==> config.mk <==
export PLATFORM = sky130hd
export DESIGN_NAME = cdt_timer_pair
export DESIGN_NICKNAME = d
export VERILOG_FILES = /design/src/common/cdt_pkg.sv /design/src/verilog/cdt_sync.sv /design/src/verilog/cdt_prescaler.sv /design/src/verilog/cdt_timer_pair.sv
export SDC_FILE = /design/constraint.sdc
export NUM_CORES = 1
export LEC_CHECK = 0
export BUFFER_PORTS_ARGS = -buffer_cell sky130_fd_sc_hd__buf_2
export CORE_ASPECT_RATIO = 1.2
export CORE_UTILIZATION = 49
export CTS_BUF_LIST = sky130_fd_sc_hd__clkbuf_16
export DETAILED_ROUTE_END_ITERATION = 7
export GPL_TIMING_DRIVEN = 0
export PLACE_DENSITY_LB_ADDON = 0.12
export SLEW_MARGIN = 20
export SYNTH_ARGS = -nofsm -noshare
export SYNTH_HDL_FRONTEND = slang
export SYNTH_HIERARCHICAL = 1
export SYNTH_SLANG_ARGS = --single-unit
==> constraint.sdc <==
create_clock -name pclk -period 2.35 [get_ports pclk]
set_input_delay 0.47 -clock pclk [delete_from_list [all_inputs] [get_ports pclk]]
set_output_delay 0.47 -clock pclk [all_outputs]
set_load 0.01 [all_outputs]
==> src/common/cdt_pkg.sv <==
package cdt_pkg;

    localparam int APB_AW = 5;

    // register byte offsets
    localparam logic [4:0] OFF_CTRL_LO   = 5'h00;
    localparam logic [4:0] OFF_CTRL_HI   = 5'h04;
    localparam logic [4:0] OFF_COUNT_LO  = 5'h08;
    localparam logic [4:0] OFF_COUNT_HI  = 5'h0C;
    localparam logic [4:0] OFF_PERIOD_LO = 5'h10;
    localparam logic [4:0] OFF_PERIOD_HI = 5'h14;
    localparam logic [4:0] OFF_IRQ_STAT  = 5'h18;
    localparam logic [4:0] OFF_IRQ_MASK  = 5'h1C;

    // control field positions
    localparam int BIT_ON        = 15;
    localparam int BIT_HALT_IDLE = 13;
    localparam int BIT_GATE      = 6;
    localparam int BIT_PS_MSB    = 5;
    localparam int BIT_PS_LSB    = 4;
    localparam int BIT_JOIN      = 3;
    localparam int BIT_CS        = 1;

    // implemented bits of each control register
    localparam logic [15:0] MASK_CTRL_LO = 16'hA07A;
    localparam logic [15:0] MASK_CTRL_HI = 16'hA072;

    localparam logic [15:0] RST_CTRL   = 16'h0000;
    localparam logic [15:0] RST_COUNT  = 16'h0000;
    localparam logic [15:0] RST_PERIOD = 16'hFFFF;

    // interrupt status / mask layout
    localparam int IRQ_W  = 2;
    localparam int IRQ_LO = 0;
    localparam int IRQ_HI = 1;
    localparam logic [IRQ_W-1:0] RST_IRQ = 2'h0;

    // prescaler terminal counts: ratio minus one
    localparam logic [7:0] PS_LIM_1   = 8'h00;
    localparam logic [7:0] PS_LIM_8   = 8'h07;
    localparam logic [7:0] PS_LIM_64  = 8'h3F;
    localparam logic [7:0] PS_LIM_256 = 8'hFF;

    function automatic logic [7:0] ps_limit(input logic [1:0] sel);
        logic [7:0] lim;
        unique case (sel)
            2'h0: lim = PS_LIM_1;
            2'h1: lim = PS_LIM_8;
            2'h2: lim = PS_LIM_64;
            2'h3: lim = PS_LIM_256;
        endcase
        return lim;
    endfunction

endpackage

==> src/verilog/cdt_sync.sv <==
module cdt_sync
    import cdt_pkg::*;
#(
    parameter int W = 1
) (
    input  wire logic         pclk,
    input  wire logic         presetn,
    input  wire logic [W-1:0] din,
    output logic      [W-1:0] dout
);

    if (W < 1) begin : g_bad_width
        $error("cdt_sync width must be at least one");
    end

    typedef struct packed {
        logic [W-1:0] s1;
        logic [W-1:0] s2;
    } cdt_sync_state_t;

    cdt_sync_state_t st_q;
    cdt_sync_state_t st_d;

    // s1 may be metastable: only s2 reads it
    always_comb begin
        st_d    = st_q;
        st_d.s1 = din;
        st_d.s2 = st_q.s1;
    end

    always_ff @(posedge pclk or negedge presetn) begin
        if (!presetn) begin
            st_q <= '0;
        end else begin
            st_q <= st_d;
        end
    end

    assign dout = st_q.s2;
endmodule // cdt_sync

==> src/verilog/cdt_prescaler.sv <==
module cdt_prescaler
    import cdt_pkg::*;
#(
    parameter int CNT_W = 8
) (
    input  wire logic       pclk,
    input  wire logic       presetn,
    input  wire logic       clear,
    input  wire logic       tick_in,
    input  wire logic [1:0] prescale_select,
    output logic            tick_out
);

    if (CNT_W < 8) begin : g_bad_width
        $error("prescaler counter cannot reach 1:256");
    end

    typedef struct packed {
        logic [CNT_W-1:0] cnt;
        logic             out;
    } cdt_ps_state_t;

    cdt_ps_state_t st_q;
    cdt_ps_state_t st_d;

    always_comb begin
        st_d     = st_q;
        st_d.out = 1'b0;
        if (clear) begin
            st_d.cnt = '0;
        end else if (tick_in) begin
            if (st_q.cnt >= CNT_W'(ps_limit(prescale_select))) begin
                st_d.cnt = '0;
                st_d.out = 1'b1;
            end else begin
                st_d.cnt = st_q.cnt + CNT_W'(1);
            end
        end
    end

    always_ff @(posedge pclk or negedge presetn) begin
        if (!presetn) begin
            st_q <= '0;
        end else begin
            st_q <= st_d;
        end
    end

    assign tick_out = st_q.out;
endmodule // cdt_prescaler

==> src/verilog/cdt_timer_pair.sv <==
module cdt_timer_pair
    import cdt_pkg::*;
(
    input  wire logic              pclk,
    input  wire logic              presetn,
    input  wire logic              psel,
    input  wire logic              penable,
    input  wire logic              pwrite,
    input  wire logic [APB_AW-1:0] paddr,
    input  wire logic [31:0]       pwdata,
    output logic      [31:0]       prdata,
    output logic                   pready,
    output logic                   pslverr,
    input  wire logic              external_count_input_lo,
    input  wire logic              external_count_input_hi,
    input  wire logic              cpu_idle,
    output logic                   irq
);

    typedef struct packed {
        logic [15:0]      ctrl_lo;
        logic [15:0]      ctrl_hi;
        logic [15:0]      cnt_lo;
        logic [15:0]      cnt_hi;
        logic [15:0]      per_lo;
        logic [15:0]      per_hi;
        logic [IRQ_W-1:0] stat;
        logic [IRQ_W-1:0] mask;
        logic             ext_lo_prev;
        logic             ext_hi_prev;
        logic             ps_lo_dly;
        logic             pready;
        logic             pslverr;
        logic             irq;
        logic [31:0]      prdata;
    } cdt_state_t;

    cdt_state_t st_q;
    cdt_state_t st_d;

    logic       apb_acc;
    logic       apb_wr;
    logic       wr_ctrl_lo;
    logic       wr_ctrl_hi;
    logic       wr_cnt_lo;
    logic       wr_cnt_hi;
    logic       ext_lo;
    logic       ext_hi;
    logic       join_wide_mode;
    logic       lo_on;
    logic       hi_on;
    logic       lo_run;
    logic       hi_run;
    logic       lo_gated;
    logic       hi_gated;
    logic       lo_src;
    logic       hi_src;
    logic       lo_ps_out;
    logic       hi_ps_out;
    logic       tick_lo;
    logic       tick_hi;
    logic       gate_fall_lo;
    logic       gate_fall_hi;
    logic       lo_wrap;
    logic       hi_wrap;
    logic       wide_wrap;

    // access completes one cycle after penable rises
    assign apb_acc    = psel && penable && !st_q.pready;
    assign apb_wr     = apb_acc && pwrite;
    assign wr_ctrl_lo = apb_wr && paddr == OFF_CTRL_LO;
    assign wr_ctrl_hi = apb_wr && paddr == OFF_CTRL_HI;
    assign wr_cnt_lo  = apb_wr && paddr == OFF_COUNT_LO;
    assign wr_cnt_hi  = apb_wr && paddr == OFF_COUNT_HI;

    cdt_sync #(
        .W(2)
    ) u_pin_sync (
        .pclk    (pclk),
        .presetn (presetn),
        .din     ({external_count_input_hi, external_count_input_lo}),
        .dout    ({ext_hi, ext_lo})
    );

    assign join_wide_mode = st_q.ctrl_lo[BIT_JOIN];

    // low on bit drives both words when joined
    assign lo_on = st_q.ctrl_lo[BIT_ON];
    assign hi_on = st_q.ctrl_hi[BIT_ON] && !join_wide_mode;

    // idle halt; joined also honours the high halt bit
    assign lo_run = lo_on && !(cpu_idle && (st_q.ctrl_lo[BIT_HALT_IDLE]
                    || (join_wide_mode && st_q.ctrl_hi[BIT_HALT_IDLE])));
    assign hi_run = hi_on && !(cpu_idle && st_q.ctrl_hi[BIT_HALT_IDLE]);

    assign lo_gated = st_q.ctrl_lo[BIT_GATE] && !st_q.ctrl_lo[BIT_CS];
    assign hi_gated = st_q.ctrl_hi[BIT_GATE] && !st_q.ctrl_hi[BIT_CS];

    // count source select; gate qualifies internal ticks
    assign lo_src = st_q.ctrl_lo[BIT_CS] ? (ext_lo && !st_q.ext_lo_prev)
                  : (lo_gated ? ext_lo : 1'b1);
    assign hi_src = st_q.ctrl_hi[BIT_CS] ? (ext_hi && !st_q.ext_hi_prev)
                  : (hi_gated ? ext_hi : 1'b1);

    // a control write restarts the prescaler so a new ratio starts clean
    cdt_prescaler #(
        .CNT_W(8)
    ) u_ps_lo (
        .pclk            (pclk),
        .presetn         (presetn),
        .clear           (!lo_run || wr_ctrl_lo),
        .tick_in         (lo_run && lo_src),
        .prescale_select (st_q.ctrl_lo[BIT_PS_MSB:BIT_PS_LSB]),
        .tick_out        (lo_ps_out)
    );

    cdt_prescaler #(
        .CNT_W(8)
    ) u_ps_hi (
        .pclk            (pclk),
        .presetn         (presetn),
        .clear           (!hi_run || wr_ctrl_hi),
        .tick_in         (hi_run && hi_src),
        .prescale_select (st_q.ctrl_hi[BIT_PS_MSB:BIT_PS_LSB]),
        .tick_out        (hi_ps_out)
    );

    // low timer retimes after its prescaler, one cycle more latency
    assign tick_lo = st_q.ps_lo_dly && lo_run;
    assign tick_hi = hi_ps_out && hi_run;

    assign gate_fall_lo = lo_run && lo_gated && st_q.ext_lo_prev && !ext_lo;
    assign gate_fall_hi = hi_run && hi_gated && st_q.ext_hi_prev && !ext_hi;

    assign lo_wrap   = st_q.cnt_lo == st_q.per_lo;
    assign hi_wrap   = st_q.cnt_hi == st_q.per_hi;
    assign wide_wrap = {st_q.cnt_hi, st_q.cnt_lo} == {st_q.per_hi, st_q.per_lo};

    always_comb begin
        logic [IRQ_W-1:0] set;
        logic [IRQ_W-1:0] clr;
        set               = '0;
        clr               = '0;
        st_d              = st_q;
        st_d.ext_lo_prev  = ext_lo;
        st_d.ext_hi_prev  = ext_hi;
        st_d.ps_lo_dly    = lo_ps_out;

        if (join_wide_mode) begin
            // high word is upper half of one count
            if (tick_lo) begin
                if (wide_wrap) begin
                    {st_d.cnt_hi, st_d.cnt_lo} = 32'h0000_0000;
                    set[IRQ_HI] = 1'b1;
                end else begin
                    {st_d.cnt_hi, st_d.cnt_lo} = {st_q.cnt_hi, st_q.cnt_lo} + 32'h0000_0001;
                end
            end
            // joined events report on the high bit only
            if (gate_fall_lo) begin
                set[IRQ_HI] = 1'b1;
            end
        end else begin
            // each timer steps on its own
            if (tick_lo) begin
                if (lo_wrap) begin
                    st_d.cnt_lo = RST_COUNT;
                    set[IRQ_LO] = 1'b1;
                end else begin
                    st_d.cnt_lo = st_q.cnt_lo + 16'h0001;
                end
            end
            if (tick_hi) begin
                if (hi_wrap) begin
                    st_d.cnt_hi = RST_COUNT;
                    set[IRQ_HI] = 1'b1;
                end else begin
                    st_d.cnt_hi = st_q.cnt_hi + 16'h0001;
                end
            end
            if (gate_fall_lo) begin
                set[IRQ_LO] = 1'b1;
            end
            if (gate_fall_hi) begin
                set[IRQ_HI] = 1'b1;
            end
        end

        st_d.pready  = apb_acc;
        st_d.pslverr = 1'b0;
        if (!apb_acc) begin
            st_d.prdata = 32'h0000_0000;
        end
        if (apb_acc) begin
            st_d.prdata = 32'h0000_0000;
            case (paddr)
                OFF_CTRL_LO: begin
                    st_d.prdata[15:0] = st_q.ctrl_lo & MASK_CTRL_LO;
                    if (pwrite) begin
                        st_d.ctrl_lo = pwdata[15:0] & MASK_CTRL_LO;
                    end
                end
                OFF_CTRL_HI: begin
                    st_d.prdata[15:0] = st_q.ctrl_hi & MASK_CTRL_HI;
                    if (pwrite) begin
                        st_d.ctrl_hi = pwdata[15:0] & MASK_CTRL_HI;
                    end
                end
                // software count writes beat a same-cycle tick
                OFF_COUNT_LO: begin
                    st_d.prdata[15:0] = st_q.cnt_lo;
                    if (pwrite) begin
                        st_d.cnt_lo = pwdata[15:0];
                    end
                end
                OFF_COUNT_HI: begin
                    st_d.prdata[15:0] = st_q.cnt_hi;
                    if (pwrite) begin
                        st_d.cnt_hi = pwdata[15:0];
                    end
                end
                OFF_PERIOD_LO: begin
                    st_d.prdata[15:0] = st_q.per_lo;
                    if (pwrite) begin
                        st_d.per_lo = pwdata[15:0];
                    end
                end
                OFF_PERIOD_HI: begin
                    st_d.prdata[15:0] = st_q.per_hi;
                    if (pwrite) begin
                        st_d.per_hi = pwdata[15:0];
                    end
                end
                OFF_IRQ_STAT: begin
                    st_d.prdata[IRQ_W-1:0] = st_q.stat;
                    if (pwrite) begin
                        clr = pwdata[IRQ_W-1:0];
                    end
                end
                OFF_IRQ_MASK: begin
                    st_d.prdata[IRQ_W-1:0] = st_q.mask;
                    if (pwrite) begin
                        st_d.mask = pwdata[IRQ_W-1:0];
                    end
                end
                default: begin
                    st_d.pslverr = 1'b1;
                end
            endcase
        end

        // a new event wins over a write-one clear in the same cycle
        st_d.stat = (st_q.stat & ~clr) | set;
        st_d.irq  = |(st_d.stat & st_d.mask);
    end

    always_ff @(posedge pclk or negedge presetn) begin
        if (!presetn) begin
            st_q         <= '0;
            st_q.ctrl_lo <= RST_CTRL;
            st_q.ctrl_hi <= RST_CTRL;
            st_q.cnt_lo  <= RST_COUNT;
            st_q.cnt_hi  <= RST_COUNT;
            st_q.per_lo  <= RST_PERIOD;
            st_q.per_hi  <= RST_PERIOD;
            st_q.stat    <= RST_IRQ;
            st_q.mask    <= RST_IRQ;
        end else begin
            st_q <= st_d;
        end
    end

    assign prdata  = st_q.prdata;
    assign pready  = st_q.pready;
    assign pslverr = st_q.pslverr;
    assign irq     = st_q.irq;
endmodule // cdt_timer_pair

==> results of run 1 <==
worst min path at each step:
stage                                       from                            to  slack [ns]  cells past startpoint
finish                   external_count_input_lo  u_pin_sync/st_d[0]$_DFF_PN0_        0.15                      1
CTS                      external_count_input_lo  u_pin_sync/st_d[0]$_DFF_PN0_        0.14                      1
global route             external_count_input_lo  u_pin_sync/st_d[0]$_DFF_PN0_        0.14                      1
floorplan                                presetn                 irq$_DFF_PN0_        0.17                      0
detailed placement  u_pin_sync/st_d[0]$_DFF_PN0_  u_pin_sync/dout[0]$_DFF_PN0_        0.33                      0
global placement    u_pin_sync/st_d[0]$_DFF_PN0_  u_pin_sync/dout[0]$_DFF_PN0_        0.33                      0
cell families (layout without fill, tap and decap cells):
kind of cell	Yosys count	count (layout)
DFF	125	125
and+or+nand+nor	249	249
adders and majority gates	16	16
AOI/OAI and AO/OA	179	179
muxes	49	49
xor gates and xnor gates	48	48
other	1	16
buffers and inverters	83	184
cell type report:
type | instances | area (um^2)
fillers | 1326 | 5880
well taps | 204 | 255
inverters | 12 | 45.0
clock inverters | 15 | 166
repair buffers | 74 | 477
multi-input cells | 557 | 4070
clock buffers | 17 | 425
flip-flops and latches | 125 | 3180
plain buffers | 66 | 459
critical path, delay by kind of cell, from the launching register on:
family	cells	cell delay, ns
AND/OR/NAND/NOR	3	0.73
XOR/XNOR	1	0.21
buffers and inverters	3	0.45
flip-flops	1	0.48
AO/OA/AOI/OAI	3	0.44
what timing repair did:
item | 4_1_cts | 5_1_grt
hold endpoints to repair | 23 | 0
buffers inserted | 21 | 5
resized for setup | 31 | 24
pin swaps | 21 | 10
hold buffers | 1 | 0
setup endpoints to repair | 48 | 73
sequential cells by signal, indices dropped and copies added (netlist names):
name	cells
st_q	82
u_ps_lo/tick_out	1
lo_on	1
pready	1
prdata	16
u_ps_hi/st_q	8
u_pin_sync/st_d	2
irq	1
u_ps_lo/st_q	8
join_wide_mode	1
pslverr	1
u_ps_hi/tick_out	1
u_pin_sync/dout	2
report_power, final:
part           internal [mW]  total, mW  switching, mW
clock network           1.73       2.65          0.919
registers               2.33       2.51          0.179
logic                  0.521       1.12          0.604
through the flow:
| step | util | hold slack [ns] | area, um^2 | TNS (ns) |
|---|---|---|---|---|
| final | 0.607 | 0.151 | 9080 | -0.811 |
| after global routing | 0.607 | 0.137 | 9080 | -3.52 |
| after CTS | 0.600 | 0.144 | 8970 | -0.537 |
| after detailed placement | 0.541 | 0.335 | 8090 | -29.25 |
| after global placement | 0.538 | 0.332 | 8050 | -105.64 |
| after floorplan | - | 0.174 | 7560 | 0 |
cell usage in the layout, fill, tap and decap left out, types with 17 or more instances in the layout:
cell	instances
a21oi_1	36
a22oi_1	40
buf_2	56
buf_4	58
clkbuf_16	17
dfrtp_1	86
dfstp_2	32
inv_1	17
mux2_2	47
nand2_1	74
nand3_1	31
nand4_1	17
nor2_1	38
xnor2_1	19
xor2_1	24
layer usage:
metal,track usage,vias to the layer above
li1,-,2920
met1,0.344,3128
met2,0.461,240
met3,0.0559,66
met4,0.177,0
met5,0,-
==> impl_metrics.py, run 1 <==
metrics = {
    "setup_path": {
        "reg2reg_to": "st_q[85]$_DFF_PN0_",
        "crit_path_frequent_cell": "buf_6",
        "arrival_ns": 2.75,
        "r2r_start": "st_q[81]$_DFF_PN0_",
        "crit_slowest_cell": "or4_4",
        "crit_chain": "xnor2_1 -> nand4_1 -> or4_4 -> buf_12 -> o31ai_4 -> buf_6 -> buf_6 -> nor2_1 -> o22ai_1 -> o31ai_1",
        "max_stage_delay_ns": 0.57,
        "reg2reg_depth": 10,
        "endpoint": "st_q[85]$_DFF_PN0_",
        "critPathMaxFanout": 8,
        "r2r_slack_ns": -0.1,
        "crit_required_ns": 2.65,
        "worst-setup-path-type": "reg -> reg",
        "startpoint_type": "flop",
        "startpoint": "st_q[81]$_DFF_PN0_",
        "worstSetupEndpointType": "flop",
    },
    "timing": {
        "setup_viol": 11,
        "fin_ws_ns": -0.0982,
        "period_share": 1.04,
        "slew_viol_final": 0,
        "max_freq_ghz": 0.408,
        "worstMarginPinSlew_ns": 0.745,
        "period_minus_slack_ns": 2.45,
        "rsz0062_at_grt": "yes",
        "finalHoldViolCount": 0,
        "slew_headroom": 0.503,
        "skew_ns": 0.00635,
    },
    "layout": {
        "synthToLayoutAreaGrowth_pct": 20.9,
        "diodes": 0,
        "layout-drive-gt1-share": 0.336,
        "nets": 914,
        "stdcell_count": 1070,
    },
    "logic_synthesis": {
        "synth_mux_area_frac": 0.0732,
        "async_flop_share": 1.00,
        "ys_seq_area_frac": 0.422,
        "yosysUniqueCellTypes": 80,
        "synthSimpleGateAreaFrac": 0.174,
        "ys_top_cells_by_area": "dfrtp_1 (31%), dfstp_2 (11%), mux2_2 (7.1%)",
        "synth_most_common_cell": "dfrtp_1",
        "netlist.area_leader.share": 0.310,
        "synthAdderAreaFrac": 0.0267,
        "synth_cells": 750,
        "ys_warn_count": 6,
        "yosysTopAreaCell": "dfrtp_1",
        "synth-edff-count": 0,
        "synth_top_family_by_area": "compound AO/OA/AOI/OAI gates",
        "synth-seq-cells": 125,
        "synth_xor_area_frac": 0.0580,
        "synth_compound_area_frac": 0.179,
        "syn-cell-area_um2": 7510,
        "yosys-top-cells-count": "dfrtp_1 (93), nand2_1 (77), mux2_2 (47)",
        "synth-main-ff-cell": "dfrtp_1",
        "syn_area_per_cell_um2": 10.0,
    },
    "floorplanning": {
        "initial_utilization": 0.502,
        "core_um2": 15000,
        "die_h_um": 138,
        "die_area_um2": 15800,
        "core.rowCount": 49,
        "die_w_um": 115,
        "io-pin-count": 80,
    },
    "power_and_ir_drop": {
        "leakage_nw": 3.91,
        "power.density_nw_per_um2": 692,
        "ir_worst_vdd_mv": 0.423,
        "total_power_mw": 6.28,
    },
    "cts": {
        "clkSlewWorstSetupHoldPaths_ns": 0.05,
        "clkLatencyLatePin_ns": 0.42,
        "cts_made_buffers": 17,
        "h-tree-depth": 4,
        "clock-sinks": 125,
        "cts_tree": "done",
        "clock_path_buffers": 2,
        "cts-root-buf": "clkbuf_16",
    },
    "global_routing": {
        "grt_pass1_vias": 6250,
        "grt_pass1_wl_um": 33300,
        "grt_max_degree": 83,
        "antenna_found_initial": 0,
        "overflow": 0,
        "track_usage": 0.283,
    },
    "route": {
        "num_vias": 6354,
        "drc": 0,
        "drt-pass1-iter-count": 5,
        "route.top_layer_used": "met4",
        "wirelength_um": 21100,
        "wl_met1_um": 8500,
        "drt_iter0_markers": 422,
        "avgRoutedWirePerCell_um": 19.8,
        "met2_length_um": 10400,
        "routed_via_density": 5.94,
        "ant_nets": 0,
        "dr_wl_met3_um": 1210,
    },
    "placed_design": {
        "dpl.hpwl_um": 15200,
        "port_buffers": 46,
        "dp_slack_ns": -0.561,
        "dp_cells": 1016,
        "gp_congestion": 0.912,
    },
    "status": {
        "status": "complete, but fails checks",
        "violations": "setup timing",
    },
    "worst_hold_path": {
        "holdCritPathClass": "in -> reg",
    },
    "flow_run": {
        "drv_cap": 0,
    },
}
No activity file was read; power rests on OpenSTA's default activity.
==> inputs of run 2 (changes only) <==
- REMOVE_ABC_BUFFERS: not set -> 1
- SYNTH_HIERARCHICAL: 1 -> not set
- clock period: 2.35 -> 2.2 ns (I/O delays scaled with it)
==> run 2 against run 1 <==
The run still ends with setup timing left. Clock power grew 5%. First-iteration DRC count grew 12%. Power grew 8.4%. Critical endpoint is now st_q[87]$_DFF_PN0_. Largest cell class unchanged.
==> impl_metrics.py, run 2 <==
metrics = {
    "layout": {
        "stdcell_count": 1041,
        "nets": 889,
        "synthToLayoutAreaGrowth_pct": 25.5,
        "final_cell_mix": "nand2_1 (72), dfrtp_1 (72), buf_2 (48)",
        "largest_reg_flops": 82,
        "fin_util": 0.637,
        "diodes": 0,
        "top_register": "st_q",
        "layout-drive-gt1-share": 0.402,
    },
    "route": {
        "drc": 0,
        "routed_via_density": 6.18,
        "drt_iter0_markers": 471,
        "ant_nets": 0,
        "wirelength_um": 21900,
        "avgRoutedWirePerCell_um": 21.0,
        "num_vias": 6432,
        "drt-pass1-iter-count": 7,
    },
    "timing": {
        "max_freq_ghz": 0.407,
        "period_minus_slack_ns": 2.46,
        "whs_ns": 0.0685,
        "worstMarginPinSlew_ns": 0.804,
        "slew_headroom": 0.461,
        "setup_viol": 34,
        "slew_viol_final": 0,
        "period_share": 1.12,
        "finalHoldViolCount": 0,
        "fin_ws_ns": -0.255,
        "tns_ns": -5.29,
        "skew_ns": 0.00842,
        "rsz0062_at_grt": "yes",
    },
    "global_routing": {
        "antenna_found_initial": 0,
        "track_usage": 0.287,
        "grt_pass1_vias": 6229,
        "grt_max_degree": 79,
        "overflow": 0,
        "grt_pass1_wl_um": 33200,
    },
    "floorplanning": {
        "initial_utilization": 0.507,
        "core.rowCount": 48,
        "io-pin-count": 80,
        "die_h_um": 136,
        "die_area_um2": 15500,
        "die_w_um": 114,
        "core_um2": 14500,
    },
    "logic_synthesis": {
        "yosysUniqueCellTypes": 72,
        "ys_warn_count": 0,
        "yosys-top-cells-count": "dfrtp_1 (93), nand2_1 (76), nor2_1 (50)",
        "ys_seq_area_frac": 0.430,
        "synth-main-ff-cell": "dfrtp_1",
        "synth_most_common_cell": "dfrtp_1",
        "syn-cell-area_um2": 7370,
        "ys_top_cells_by_area": "dfrtp_1 (32%), dfstp_2 (11%), mux2_2 (7.3%)",
        "synth_cells": 752,
        "synth-seq-cells": 125,
        "yosysTopAreaCell": "dfrtp_1",
        "netlist.area_leader.share": 0.316,
        "synth-edff-count": 0,
        "async_flop_share": 1.00,
        "syn_area_per_cell_um2": 9.81,
    },
    "cts": {
        "h-tree-depth": 4,
        "cts-root-buf": "clkbuf_16",
        "cts_made_buffers": 17,
        "clkSlewWorstSetupHoldPaths_ns": 0.06,
        "clock-sinks": 125,
        "clock_path_buffers": 2,
        "cts_tree": "done",
        "cts_hold_buf": 0,
        "clkLatencyLatePin_ns": 0.43,
    },
    "placed_design": {
        "dp_cells": 956,
        "gp_congestion": 0.958,
        "dpl.hpwl_um": 14600,
        "port_buffers": 47,
    },
    "setup_path": {
        "arrival_ns": 2.77,
        "startpoint_type": "flop",
        "startpoint": "st_q[45]$_DFFE_PN1P_",
        "critPathMaxFanout": 5,
        "worst-setup-path-type": "reg -> reg",
        "crit_required_ns": 2.51,
        "r2r_start": "st_q[45]$_DFFE_PN1P_",
        "reg2reg_to": "st_q[87]$_DFF_PN0_",
        "reg2reg_depth": 7,
        "r2r_slack_ns": -0.26,
        "worstSetupEndpointType": "flop",
    },
    "status": {
        "status": "complete, but fails checks",
        "violations": "setup timing",
    },
    "flow_run": {
        "drv_cap": 0,
    },
    "power_and_ir_drop": {
        "ir_worst_vdd_mv": 0.457,
        "leakage_nw": 3.96,
        "total_power_mw": 6.81,
        "power.density_nw_per_um2": 736,
    },
    "worst_hold_path": {
        "holdCritPathClass": "in -> async",
    },
}
[run 2: power breakdown]
group / switching, mW / total (mW) / internal, mW / leakage [nW]
clock network: 1.03 / 2.78 / 1.75 / 0.282
logic: 0.633 / 1.22 / 0.586 / 2.13
registers: 0.300 / 2.81 / 2.51 / 1.54
[run 2: through the flow]
step	area, um^2	setup WS, ns
after global routing	9260	-0.301
after detailed placement	7620	-1.17
after CTS	8730	-0.197
after global placement	7500	-2.32
after floorplan	7010	-0.772
final	9260	-0.255
[run 2: area by class of cell]
cell class                 instances  area (um^2)
inverter                          17         65.1
clock inverter                    15          156
sequential                       125         3190
tap                              200          250
fill                            1174         5280
timing repair buffer             105          768
clock buffer                      17          425
multi-input combinational        562         4400
[run 2: per-layer routing]
layer | global-route usage | part of all wire | up-vias
met4 | 0.175 | 0.055 | 0
met5 | 0 | 0 | -
met1 | 0.339 | 0.39 | 3208
met3 | 0.0593 | 0.053 | 87
met2 | 0.479 | 0.51 | 269
li1 | - | - | 2868
[run 2: logic make-up after synthesis]
logic type | count (synthesis) | synth area share
and+or+nand+nor | 246 | 0.171
AOI/OAI and AO/OA | 181 | 0.169
muxes | 50 | 0.0760
buffers and inverters | 82 | 0.0655
other | 1 | 0.000509
xor gates and xnor gates | 51 | 0.0606
adders and majority gates | 16 | 0.0271
DFF | 125 | 0.430
[run 2: worst max-delay path by stage]
stage | endpoint | slack (ns) | depth (start not counted)
after CTS | st_q[84]$_DFF_PN0_ | -0.20 | 9
after global routing | st_q[87]$_DFF_PN0_ | -0.30 | 10
final | st_q[87]$_DFF_PN0_ | -0.26 | 7
after global placement | st_q[102]$_DFF_PN0_ | -2.32 | 6
after floorplan | st_q[100]$_DFF_PN0_ | -0.77 | 5
after detailed placement | st_q[58]$_DFFE_PN1P_ | -1.17 | 5
[run 2: critical path, stage by stage (launching register included)]
cell and delay, ns:
dfstp_2 0.57, xnor2_2 0.14, nand4_1 0.20, or4_4 0.64, o21a_1 0.14, o21ai_0 0.27, a32oi_1 0.16, o21ba_2 0.21
[run 2: what timing repair did]
item                       in CTS  in global routing
pin swaps                      28                 56
setup endpoints to repair      60                 62
gates resized for setup        66                 93
buffers inserted               32                 19
cloned                          2                  0
hold endpoints to repair        0                  0
